===== src/verilog/gw_pkg.sv =====
`default_nettype none
package gw_pkg;
  // ****************************************
  // serial link timing
  // ****************************************
  localparam int unsigned CLK_HZ     = 100_000_000;
  localparam int unsigned BAUD_RATE  = 9600;
  localparam int unsigned BIT_CYCLES = CLK_HZ / BAUD_RATE;
  localparam int unsigned DATA_BITS  = 8;
  // ****************************************
  // telegram framing characters
  // ****************************************
  localparam logic [7:0] CHAR_STX = 8'h02;
  localparam logic [7:0] CHAR_CR  = 8'h0d;
  localparam logic [7:0] CHAR_LF  = 8'h0a;
  // ****************************************
  // process images and selector
  // ****************************************
  localparam int unsigned IMG_BYTES     = 16;
  localparam int unsigned LEN_W         = 8;
  localparam int unsigned SEL_W         = 4;
  localparam logic [3:0]  SEL_UNIVERSAL = 4'h0;
  localparam int unsigned FIFO_DEPTH    = 8;
  typedef enum logic [1:0] {ST_INIT, ST_PREOP, ST_SAFEOP, ST_OP} slave_state_t;
endpackage : gw_pkg
`default_nettype wire


===== src/verilog/fieldbus_if.sv =====
`default_nettype none
interface fieldbus_if #(
  parameter int unsigned IMG_BYTES = gw_pkg::IMG_BYTES
);
  import gw_pkg::*;
  logic [IMG_BYTES*8-1:0] out_image;
  logic [LEN_W-1:0]       out_len;
  logic                   send_output_toggle;
  logic                   op_request;
  logic [IMG_BYTES*8-1:0] in_image;
  logic [LEN_W-1:0]       in_len;
  logic                   new_data_toggle;
  slave_state_t           slave_state;
  modport gateway (
    input  out_image, out_len, send_output_toggle, op_request,
    output in_image, in_len, new_data_toggle, slave_state
  );
  modport master (
    output out_image, out_len, send_output_toggle, op_request,
    input  in_image, in_len, new_data_toggle, slave_state
  );
endinterface : fieldbus_if
`default_nettype wire


===== src/verilog/serial_gateway.sv =====
`default_nettype none
module serial_gateway #(
  parameter int unsigned BIT_CYCLES = gw_pkg::BIT_CYCLES,
  parameter int unsigned IMG_BYTES  = gw_pkg::IMG_BYTES
) (
  input  wire logic                     sys_clk_i,
  input  wire logic                     srst_i,
  fieldbus_if.gateway                   fb,
  input  wire logic                     ser_rx_i,
  output logic                          ser_tx_o,
  input  wire logic [gw_pkg::SEL_W-1:0] device_selector_switch_i,
  output logic      [gw_pkg::SEL_W-1:0] profile_o,
  output logic                          frame_err_o
);
  import gw_pkg::*;
  localparam int unsigned CW = $clog2(BIT_CYCLES + 1);
  localparam logic [CW-1:0] BIT_LAST  = CW'(BIT_CYCLES - 1);
  localparam logic [CW-1:0] HALF_LAST = CW'(BIT_CYCLES / 2 - 1);
  localparam int unsigned BUF_BYTES = IMG_BYTES + 1;

  // ****************************************
  // startup: selector and slave state
  // ****************************************
  logic profile_taken;
  always_ff @(posedge sys_clk_i) begin
    if (srst_i) begin
      profile_taken <= 1'b0;
      profile_o     <= SEL_UNIVERSAL;
    end else if (!profile_taken) begin
      profile_taken <= 1'b1;
      profile_o     <= device_selector_switch_i;
    end
  end

  // one step per cycle while the master asks; dropping the request falls back to init
  always_ff @(posedge sys_clk_i) begin
    if (srst_i || !fb.op_request || !profile_taken) begin
      fb.slave_state <= ST_INIT;
    end else begin
      unique case (fb.slave_state)
        ST_INIT:   fb.slave_state <= ST_PREOP;
        ST_PREOP:  fb.slave_state <= ST_SAFEOP;
        ST_SAFEOP: fb.slave_state <= ST_OP;
        ST_OP:     fb.slave_state <= ST_OP;
      endcase
    end
  end

  logic online;
  assign online = (fb.slave_state == ST_OP);

  // ****************************************
  // serial receiver
  // ****************************************
  typedef enum logic [1:0] {RX_IDLE, RX_START, RX_DATA, RX_STOP} rx_state_t;
  rx_state_t   rx_state;
  logic [CW-1:0] rx_cnt;
  logic [2:0]  rx_bit;
  logic [7:0]  rx_shift;
  logic        rx_valid;
  logic        rx_bad;

  always_ff @(posedge sys_clk_i) begin
    if (srst_i) begin
      rx_state <= RX_IDLE;
      rx_cnt   <= '0;
      rx_bit   <= '0;
      rx_shift <= '0;
      rx_valid <= 1'b0;
      rx_bad   <= 1'b0;
    end else begin
      rx_valid <= 1'b0;
      rx_bad   <= 1'b0;
      if (rx_state != RX_IDLE && rx_cnt != '0) begin
        rx_cnt <= rx_cnt - CW'(1);
      end else begin
        unique case (rx_state)
          RX_IDLE: if (!ser_rx_i) begin
            rx_state <= RX_START;
            rx_cnt   <= HALF_LAST;
          end
          RX_START: begin
            rx_state <= ser_rx_i ? RX_IDLE : RX_DATA; // glitch rejected at mid-bit
            rx_cnt   <= BIT_LAST;
            rx_bit   <= '0;
          end
          RX_DATA: begin
            rx_shift <= {ser_rx_i, rx_shift[7:1]};
            rx_bit   <= rx_bit + 3'd1;
            rx_cnt   <= BIT_LAST;
            if (rx_bit == 3'(DATA_BITS - 1)) rx_state <= RX_STOP;
          end
          RX_STOP: begin
            rx_state <= RX_IDLE;
            rx_valid <= ser_rx_i;
            rx_bad   <= !ser_rx_i;
          end
        endcase
      end
    end
  end

  // ****************************************
  // telegram assembly into the input image
  // ****************************************
  logic [BUF_BYTES*8-1:0] tel_buf;
  logic [LEN_W-1:0]       tel_len;
  logic                   in_tel;
  logic                   got_cr;

  // the cr is stored as data until the lf proves it was the terminator
  always_ff @(posedge sys_clk_i) begin
    if (srst_i) begin
      tel_buf            <= '0;
      tel_len            <= '0;
      in_tel             <= 1'b0;
      got_cr             <= 1'b0;
      frame_err_o        <= 1'b0;
      fb.in_image        <= '0;
      fb.in_len          <= '0;
      fb.new_data_toggle <= 1'b0;
    end else begin
      frame_err_o <= rx_bad;
      if (rx_valid) begin
        got_cr <= (rx_shift == CHAR_CR);
        if (rx_shift == CHAR_STX) begin
          in_tel  <= 1'b1;
          tel_len <= '0;
        end else if (in_tel && got_cr && rx_shift == CHAR_LF) begin
          in_tel  <= 1'b0;
          tel_len <= '0; // a headerless telegram must start again at byte 0
          if (online) begin
            fb.in_image        <= tel_buf[IMG_BYTES*8-1:0];
            fb.in_len          <= tel_len - LEN_W'(1);
            fb.new_data_toggle <= !fb.new_data_toggle;
          end
        end else if (in_tel || profile_o == SEL_UNIVERSAL) begin
          if (tel_len == LEN_W'(BUF_BYTES)) begin
            in_tel      <= 1'b0; // overlong telegram dropped, not truncated
            frame_err_o <= 1'b1;
            tel_len     <= '0;
          end else begin
            in_tel                  <= 1'b1;
            tel_buf[tel_len*8 +: 8] <= rx_shift;
            tel_len                 <= tel_len + LEN_W'(1);
          end
        end
      end
    end
  end

  // ****************************************
  // send path: toggle, snapshot, framing
  // ****************************************
  typedef enum logic [2:0] {TX_IDLE, TX_HEAD, TX_BODY, TX_CR, TX_LF} load_state_t;
  load_state_t            load_state;
  logic                   sdo_seen;
  logic [IMG_BYTES*8-1:0] snap_image;
  logic [LEN_W-1:0]       snap_len;
  logic [LEN_W-1:0]       snap_idx;
  logic [7:0]             push_data;
  logic                   push_valid;
  logic                   push_ready;

  always_comb begin
    unique case (load_state)
      TX_HEAD: push_data = CHAR_STX;
      TX_BODY: push_data = snap_image[snap_idx*8 +: 8];
      TX_CR:   push_data = CHAR_CR;
      TX_LF:   push_data = CHAR_LF;
      default: push_data = 8'h00;
    endcase
  end
  assign push_valid = (load_state != TX_IDLE);

  // a flip arriving mid-send waits in the mismatch and is served afterwards
  always_ff @(posedge sys_clk_i) begin
    if (srst_i) begin
      load_state <= TX_IDLE;
      sdo_seen   <= 1'b0;
      snap_image <= '0;
      snap_len   <= '0;
      snap_idx   <= '0;
    end else if (load_state == TX_IDLE) begin
      if (fb.send_output_toggle != sdo_seen) begin
        sdo_seen <= fb.send_output_toggle;
        if (online) begin
          snap_image <= fb.out_image;
          snap_len   <= (fb.out_len > LEN_W'(IMG_BYTES)) ? LEN_W'(IMG_BYTES) : fb.out_len;
          snap_idx   <= '0;
          load_state <= TX_HEAD;
        end
      end
    end else if (push_ready) begin // fifo full stalls framing
      unique case (load_state)
        TX_HEAD: load_state <= (snap_len == '0) ? TX_CR : TX_BODY;
        TX_BODY: begin
          snap_idx <= snap_idx + LEN_W'(1);
          if (snap_idx + LEN_W'(1) == snap_len) load_state <= TX_CR;
        end
        TX_CR:   load_state <= TX_LF;
        default: load_state <= TX_IDLE;
      endcase
    end
  end

  logic [7:0] pop_data;
  logic       pop_valid;
  logic       tx_busy;

  gw_fifo #(
    .WIDTH (8),
    .DEPTH (FIFO_DEPTH)
  ) u_tx_fifo (
    .sys_clk_i   (sys_clk_i),
    .srst_i      (srst_i),
    .in_data_i   (push_data),
    .in_valid_i  (push_valid),
    .in_ready_o  (push_ready),
    .out_data_o  (pop_data),
    .out_valid_o (pop_valid),
    .out_ready_i (!tx_busy)
  );

  // ****************************************
  // serial transmitter
  // ****************************************
  logic [CW-1:0] tx_cnt;
  logic [3:0]    tx_bit;
  logic [9:0]    tx_shift;

  always_ff @(posedge sys_clk_i) begin
    if (srst_i) begin
      tx_busy  <= 1'b0;
      tx_cnt   <= '0;
      tx_bit   <= '0;
      tx_shift <= '1;
      ser_tx_o <= 1'b1;
    end else if (!tx_busy) begin
      if (pop_valid) begin
        tx_busy  <= 1'b1;
        tx_shift <= {1'b1, pop_data, 1'b0};
        tx_bit   <= '0;
        tx_cnt   <= '0;
      end
    end else if (tx_cnt != '0) begin
      tx_cnt <= tx_cnt - CW'(1);
    end else if (tx_bit == 4'd10) begin
      tx_busy <= 1'b0;
    end else begin
      ser_tx_o <= tx_shift[0];
      tx_shift <= {1'b1, tx_shift[9:1]};
      tx_bit   <= tx_bit + 4'd1;
      tx_cnt   <= BIT_LAST;
    end
  end
endmodule : serial_gateway
`default_nettype wire


===== src/verilog/fieldbus_master_end.sv =====
`default_nettype none


// ****************************************
// byte fifo of the gateway's send path
// ****************************************
module gw_fifo #(
  parameter int unsigned WIDTH = 8,
  parameter int unsigned DEPTH = gw_pkg::FIFO_DEPTH
) (
  input  wire logic             sys_clk_i,
  input  wire logic             srst_i,
  input  wire logic [WIDTH-1:0] in_data_i,
  input  wire logic             in_valid_i,
  output logic                  in_ready_o,
  output logic      [WIDTH-1:0] out_data_o,
  output logic                  out_valid_o,
  input  wire logic             out_ready_i
);
  import gw_pkg::*;
  localparam int unsigned AW = (DEPTH > 1) ? $clog2(DEPTH) : 1;
  logic [WIDTH-1:0] mem [DEPTH];
  logic [AW-1:0]    wr_ptr;
  logic [AW-1:0]    rd_ptr;
  logic [AW:0]      count;
  logic             push;
  logic             pop;

  assign in_ready_o  = (count != (AW+1)'(DEPTH));
  assign out_valid_o = (count != '0);
  assign out_data_o  = mem[rd_ptr];
  assign push        = in_valid_i && in_ready_o;
  assign pop         = out_valid_o && out_ready_i;

  function automatic logic [AW-1:0] wrap_inc(input logic [AW-1:0] p);
    return (p == AW'(DEPTH - 1)) ? '0 : p + AW'(1);
  endfunction : wrap_inc

  always_ff @(posedge sys_clk_i) begin
    if (push) begin
      mem[wr_ptr] <= in_data_i;
    end
  end

  always_ff @(posedge sys_clk_i) begin
    if (srst_i) begin
      wr_ptr <= '0;
      rd_ptr <= '0;
      count  <= '0;
    end else begin
      if (push) wr_ptr <= wrap_inc(wr_ptr);
      if (pop) rd_ptr <= wrap_inc(rd_ptr);
      if (push && !pop) count <= count + (AW+1)'(1);
      else if (pop && !push) count <= count - (AW+1)'(1);
    end
  end
endmodule : gw_fifo
`default_nettype wire


===== src/flat_wrapper.sv =====
// flat-port wrapper written by rule: the top's interface ports become plain ports
module serial_gateway_flat import gw_pkg::*;
#(
  parameter int unsigned BIT_CYCLES = gw_pkg::BIT_CYCLES,
  parameter int unsigned IMG_BYTES  = gw_pkg::IMG_BYTES
)
  (sys_clk_i, srst_i, ser_rx_i, ser_tx_o, device_selector_switch_i, profile_o, frame_err_o, fb_out_image, fb_out_len, fb_send_output_toggle, fb_op_request, fb_in_image, fb_in_len, fb_new_data_toggle, fb_slave_state);
  fieldbus_if #(.IMG_BYTES(IMG_BYTES)) fb_i ();
  input  wire logic sys_clk_i;
  input  wire logic srst_i;
  input  wire logic ser_rx_i;
  output logic ser_tx_o;
  input  wire logic [gw_pkg::SEL_W-1:0] device_selector_switch_i;
  output logic      [gw_pkg::SEL_W-1:0] profile_o;
  output logic frame_err_o;
  input wire logic [$bits(fb_i.out_image)-1:0] fb_out_image;
  input wire logic [$bits(fb_i.out_len)-1:0] fb_out_len;
  input wire logic [$bits(fb_i.send_output_toggle)-1:0] fb_send_output_toggle;
  input wire logic [$bits(fb_i.op_request)-1:0] fb_op_request;
  output wire logic [$bits(fb_i.in_image)-1:0] fb_in_image;
  output wire logic [$bits(fb_i.in_len)-1:0] fb_in_len;
  output wire logic [$bits(fb_i.new_data_toggle)-1:0] fb_new_data_toggle;
  output wire logic [$bits(fb_i.slave_state)-1:0] fb_slave_state;
  assign fb_i.out_image = fb_out_image;
  assign fb_i.out_len = fb_out_len;
  assign fb_i.send_output_toggle = fb_send_output_toggle;
  assign fb_i.op_request = fb_op_request;
  assign fb_in_image = fb_i.in_image;
  assign fb_in_len = fb_i.in_len;
  assign fb_new_data_toggle = fb_i.new_data_toggle;
  assign fb_slave_state = fb_i.slave_state;
  serial_gateway #(.BIT_CYCLES(BIT_CYCLES), .IMG_BYTES(IMG_BYTES)) u_core (.sys_clk_i(sys_clk_i), .srst_i(srst_i), .fb(fb_i), .ser_rx_i(ser_rx_i), .ser_tx_o(ser_tx_o), .device_selector_switch_i(device_selector_switch_i), .profile_o(profile_o), .frame_err_o(frame_err_o));
endmodule

===== config.mk =====
export PLATFORM = sky130hd
export DESIGN_NAME = serial_gateway_flat
export DESIGN_NICKNAME = d
export VERILOG_FILES = /design/src/verilog/gw_pkg.sv /design/src/verilog/fieldbus_if.sv /design/src/verilog/serial_gateway.sv /design/src/verilog/fieldbus_master_end.sv /design/src/flat_wrapper.sv
export SDC_FILE = /design/constraint.sdc
export NUM_CORES = 1
export LEC_CHECK = 0
export ABC_AREA = 1
export BUFFER_PORTS_ARGS = -buffer_cell sky130_fd_sc_hd__buf_4
export CORE_MARGIN = 5
export CORE_UTILIZATION = 43
export CTS_CLUSTER_SIZE = 20
export DETAILED_ROUTE_END_ITERATION = 7
export GPL_TIMING_DRIVEN = 1
export SLEW_MARGIN = 20
export SYNTH_ARGS = -nofsm -noshare
export SYNTH_HDL_FRONTEND = slang
export SYNTH_SLANG_ARGS = --single-unit

===== constraint.sdc =====
create_clock -name sys_clk_i -period 4.8 [get_ports sys_clk_i]
set_input_delay 1.2 -clock sys_clk_i [delete_from_list [all_inputs] [get_ports sys_clk_i]]
set_output_delay 1.2 -clock sys_clk_i [all_outputs]
set_load 0.01 [all_outputs]

==> flow_metrics.py <==
metrics = {
    "cells_and_area": {
        "fillers": 5301,
        "final_nets": 3524,
        "drive_above_1_share_pct": 13.8,
        "postLayoutCellArea_mm2": 0.0285,
        "multi_input_area_mm2": 0.0103,
        "syn_to_final_growth_pct": 19.6,
        "num_antenna_cells": 0,
        "regArea_mm2": 0.0120,
    },
    "yosys": {
        "post-synth-top-area-fraction_pct": 42.1,
        "synth_cell_types": 57,
        "synth_top_cell_by_area": "dfxtp_1",
        "ys_async_sr_fraction_pct": 0,
        "netlist_top_cells_count": "nor2_1 (801), dfxtp_1 (502), nand2_1 (430), o21ai_0 (419), a21oi_1 (219)",
        "synth.net_count": 3334,
        "syn_inst": 3163,
        "syn_area_mm2": 0.0238,
        "yosys_warnings": 0,
        "ys_seq_area_share_pct": 50.2,
        "yosysMostFrequentCell": "nor2_1",
        "synth_edf_count": 64,
        "synth_area_leaders": "dfxtp_1 (42%), nor2_1 (13%), o21ai_0 (8.8%)",
        "synth.avg_cell_area_um2": 7.54,
        "synth-seq-cells": 566,
        "synth_flop_cell": "dfxtp_1",
    },
    "sta": {
        "fmax_mhz": 298,
        "final.setup_skew_ns": 0.0139,
        "rsz0062_at_grt": "false",
        "timing.final.crit_share_pct": 70.0,
        "worstMarginPinSlew_ns": 1.05,
        "setup_viol_count_final": 0,
        "finalCriticalPeriod_ns": 3.36,
        "tns_ns": 0,
        "max-slew-margin-rel_pct": 29.7,
        "drv_slew": 0,
        "finalHoldViolations": 0,
    },
    "floorplan": {
        "die-height_um": 245,
        "dieArea_mm2": 0.0603,
        "design.core.area_mm2": 0.0550,
        "die_x_um": 245,
        "start_util_pct": 43.4,
        "num_rows": 86,
        "io_pins": 290,
    },
    "grt": {
        "grt_pass1_vias": 20600,
        "top_usage_layer": "met2",
        "antenna_found_initial": 3,
        "grt_max_degree": 190,
        "grt_overflow": 0,
        "use_met1_pct": 32.3,
        "gr-usage-met2_pct": 35.6,
        "use_met3_pct": 4.17,
        "grt_first_pass_wirelength_um": 111000,
        "grt_usage_pct": 22.6,
    },
    "drt": {
        "routed_wl_um": 71000,
        "routedWlPerCell_um": 17.1,
        "vias": 21600,
        "drc": 0,
        "dr.pass1.iters": 6,
        "drt-initial-drc-count": 1976,
        "routed_via_density": 5.21,
        "ant_nets": 0,
    },
    "setup_path": {
        "reg2reg_depth": 12,
        "worstReg2RegEnd": "u_core.tel_buf[51]$_SDFFE_PP0P_",
        "worst-setup-path-type": "register to register",
        "path_max_fanout": 15,
        "cp_common_cell": "nor2_1",
        "cp.arrival_ns": 3.89,
        "cp-start-kind": "register",
        "crit_buf_inv": 5,
        "reg2reg_from": "u_core.tel_len[1]$_SDFFE_PP0P_",
        "cpPeakStageDelay_ns": 0.77,
        "path_cells": "inv_1 > ha_1 > inv_2 > nor2_1 > inv_1 > nor2_1 > clkinv_1 > nor2_1 > nand2_4 > inv_2 > o21ai_0 > nor2_1",
        "crit_required_ns": 5.33,
        "cp_top_family": "simple AND/OR/NAND/NOR gates",
        "crit_path_top_delay_cell": "ha_1",
        "r2r_setup_slack_ns": 1.44,
        "end_kind": "register",
    },
    "clock_network": {
        "clock_path_buffers": 3,
        "post_cts_buffers": 0,
        "cts_sinks": 566,
        "postCtsHoldBufs": 0,
        "clock_latency_ns": 0.61,
        "h-tree-depth": 2,
        "numCtsBuffers": 60,
        "cts.reportedPaths.clkPinSlew_ns": 0.07,
        "cts_tree": "built",
        "cts_resized": 0,
        "root_buffer": "clkbuf_16",
    },
    "power": {
        "pwr-share-seq_pct": 41.8,
        "power_density_mw_per_mm2": 442,
        "p_clk_share_pct": 39.5,
        "ir_drop_uv": 296,
        "p_comb_share_pct": 18.7,
        "p_switching_mw": 3.72,
        "power.total_mw": 12.6,
        "swShare_pct": 29.5,
        "power_leakage_nw": 12.9,
        "power.internal_mw": 8.88,
    },
    "hold_path": {
        "hp-start": "u_core.tel_buf[107]$_SDFFE_PP0P_",
        "holdPathStages": 2,
        "holdPathEnd": "u_core.fb.in_image[107]$_SDFFE_PP0P_",
        "hold_class": "register to register",
    },
    "status": {
        "status": "complete, no violations",
    },
    "place": {
        "gp_congestion": 0.897,
        "postPlaceCellArea_mm2": 0.0264,
        "hpwlAfterDp_um": 48600,
        "io_buffers": 289,
    },
    "run": {
        "cap_violations": 0,
    },
}
-- per-layer routing --
layer	routed length (um)	vias to the layer above
met1	32700	10200
met2	32200	597
met5	47	-
met4	1440	6
met3	4690	96
li1	-	10700
-- cell usage in the layout (no fill, tap or decap), types with 15 or more instances in the layout --
cell type  synthesis  layout
nand2_1          430     430
clkbuf_16          0      61
edfxtp_1          64      64
xor2_1            16      16
nor2_1           801     800
clkinv_2           1      16
nand4_1           23      23
nand2_4           15      15
a21oi_1          219     219
dfxtp_1          502     501
a221oi_1          16      16
ha_1              25      25
buf_4              4     304
nand3_1           86      86
inv_1            198     197
o21ai_0          419     419
nor3_1            38      38
-- how the worst max path moves through the flow --
stage,from,end,slack (ns),depth (start not counted)
floorplan,u_core.tel_len[0]$_SDFFE_PP0P_,u_core.tel_buf[64]$_SDFFE_PP0P_,2.34,10
global placement,u_core.tel_len[1]$_SDFFE_PP0P_,u_core.tel_buf[49]$_SDFFE_PP0P_,1.57,12
detailed placement,u_core.tel_len[1]$_SDFFE_PP0P_,u_core.tel_buf[49]$_SDFFE_PP0P_,1.56,12
CTS,u_core.tel_len[1]$_SDFFE_PP0P_,u_core.tel_buf[51]$_SDFFE_PP0P_,1.52,12
global route,u_core.tel_len[1]$_SDFFE_PP0P_,u_core.tel_buf[49]$_SDFFE_PP0P_,1.21,12
finish,u_core.tel_len[1]$_SDFFE_PP0P_,u_core.tel_buf[51]$_SDFFE_PP0P_,1.44,12
-- final cells by class --
class                           count  share of cell area (%)
Multi-Input combinational cell   2199                    36.1
Sequential cell                   566                    42.0
Tap cell                          748                    3.28
Inverter                          218                    2.92
Timing Repair Buffer              308                    8.25
Clock inverter                     34                    1.57
Clock buffer                       77                    5.95
-- cell families after synthesis --
kind of cell / after synthesis / share of synthesized area (%)
AND/OR/NAND/NOR: 1426 / 24.4
AO/OA/AOI/OAI: 718 / 16.1
XOR/XNOR: 25 / 1.06
flip-flops: 566 / 50.2
multiplexers: 4 / 0.168
buffers and inverters: 398 / 6.68
adder cells (fa/ha/maj): 26 / 1.40
-- registers in the layout, indices dropped and copies added (netlist names), 2 cells and up, named ones only --
name,flops
u_core.tel_len,8
u_core.u_tx_fifo.rd_ptr,3
u_core.tx_bit,4
u_core.fb.slave_state,2
u_core.rx_shift,8
u_core.snap_image,128
u_core.tx_cnt,14
u_core.fb.in_image,128
u_core.load_state,3
u_core.u_tx_fifo.mem,64
u_core.tx_shift,9
u_core.u_tx_fifo.count,4
u_core.snap_idx,8
u_core.u_tx_fifo.wr_ptr,3
u_core.fb.in_len,8
u_core.tel_buf,128
u_core.profile_o,4
u_core.rx_cnt,14
u_core.snap_len,8
u_core.rx_bit,3
-- worst register-to-register path, stage by stage, from the launching register on --
cell,delay [ns]
dfxtp_1,0.39
inv_1,0.12
ha_1,0.77
inv_2,0.28
nor2_1,0.15
inv_1,0.10
nor2_1,0.12
clkinv_1,0.27
nor2_1,0.52
nand2_4,0.16
inv_2,0.19
o21ai_0,0.09
nor2_1,0.14
-- power groups by stage --
stage,clock [mW],combinational [mW],sequential (mW)
after CTS,5.09,2.35,5.26
after floorplan,0,1.73,5.30
after global routing,5.29,2.69,5.29
final,4.98,2.35,5.26
after detailed placement,0,2.34,5.36
after global placement,0,2.28,5.35
-- through the flow --
step	cells	hold WS (ns)	util [%]	setup slack, ns
CTS	4150	0.448	51.9	1.52
finish	4150	0.442	51.9	1.44
detailed placement	4039	0.445	48.0	1.56
global placement	4039	0.438	48.0	1.57
global route	4150	0.481	51.9	1.21
floorplan	3163	0.413	-	2.34
Note: power is estimated with default switching activity, not from simulation.
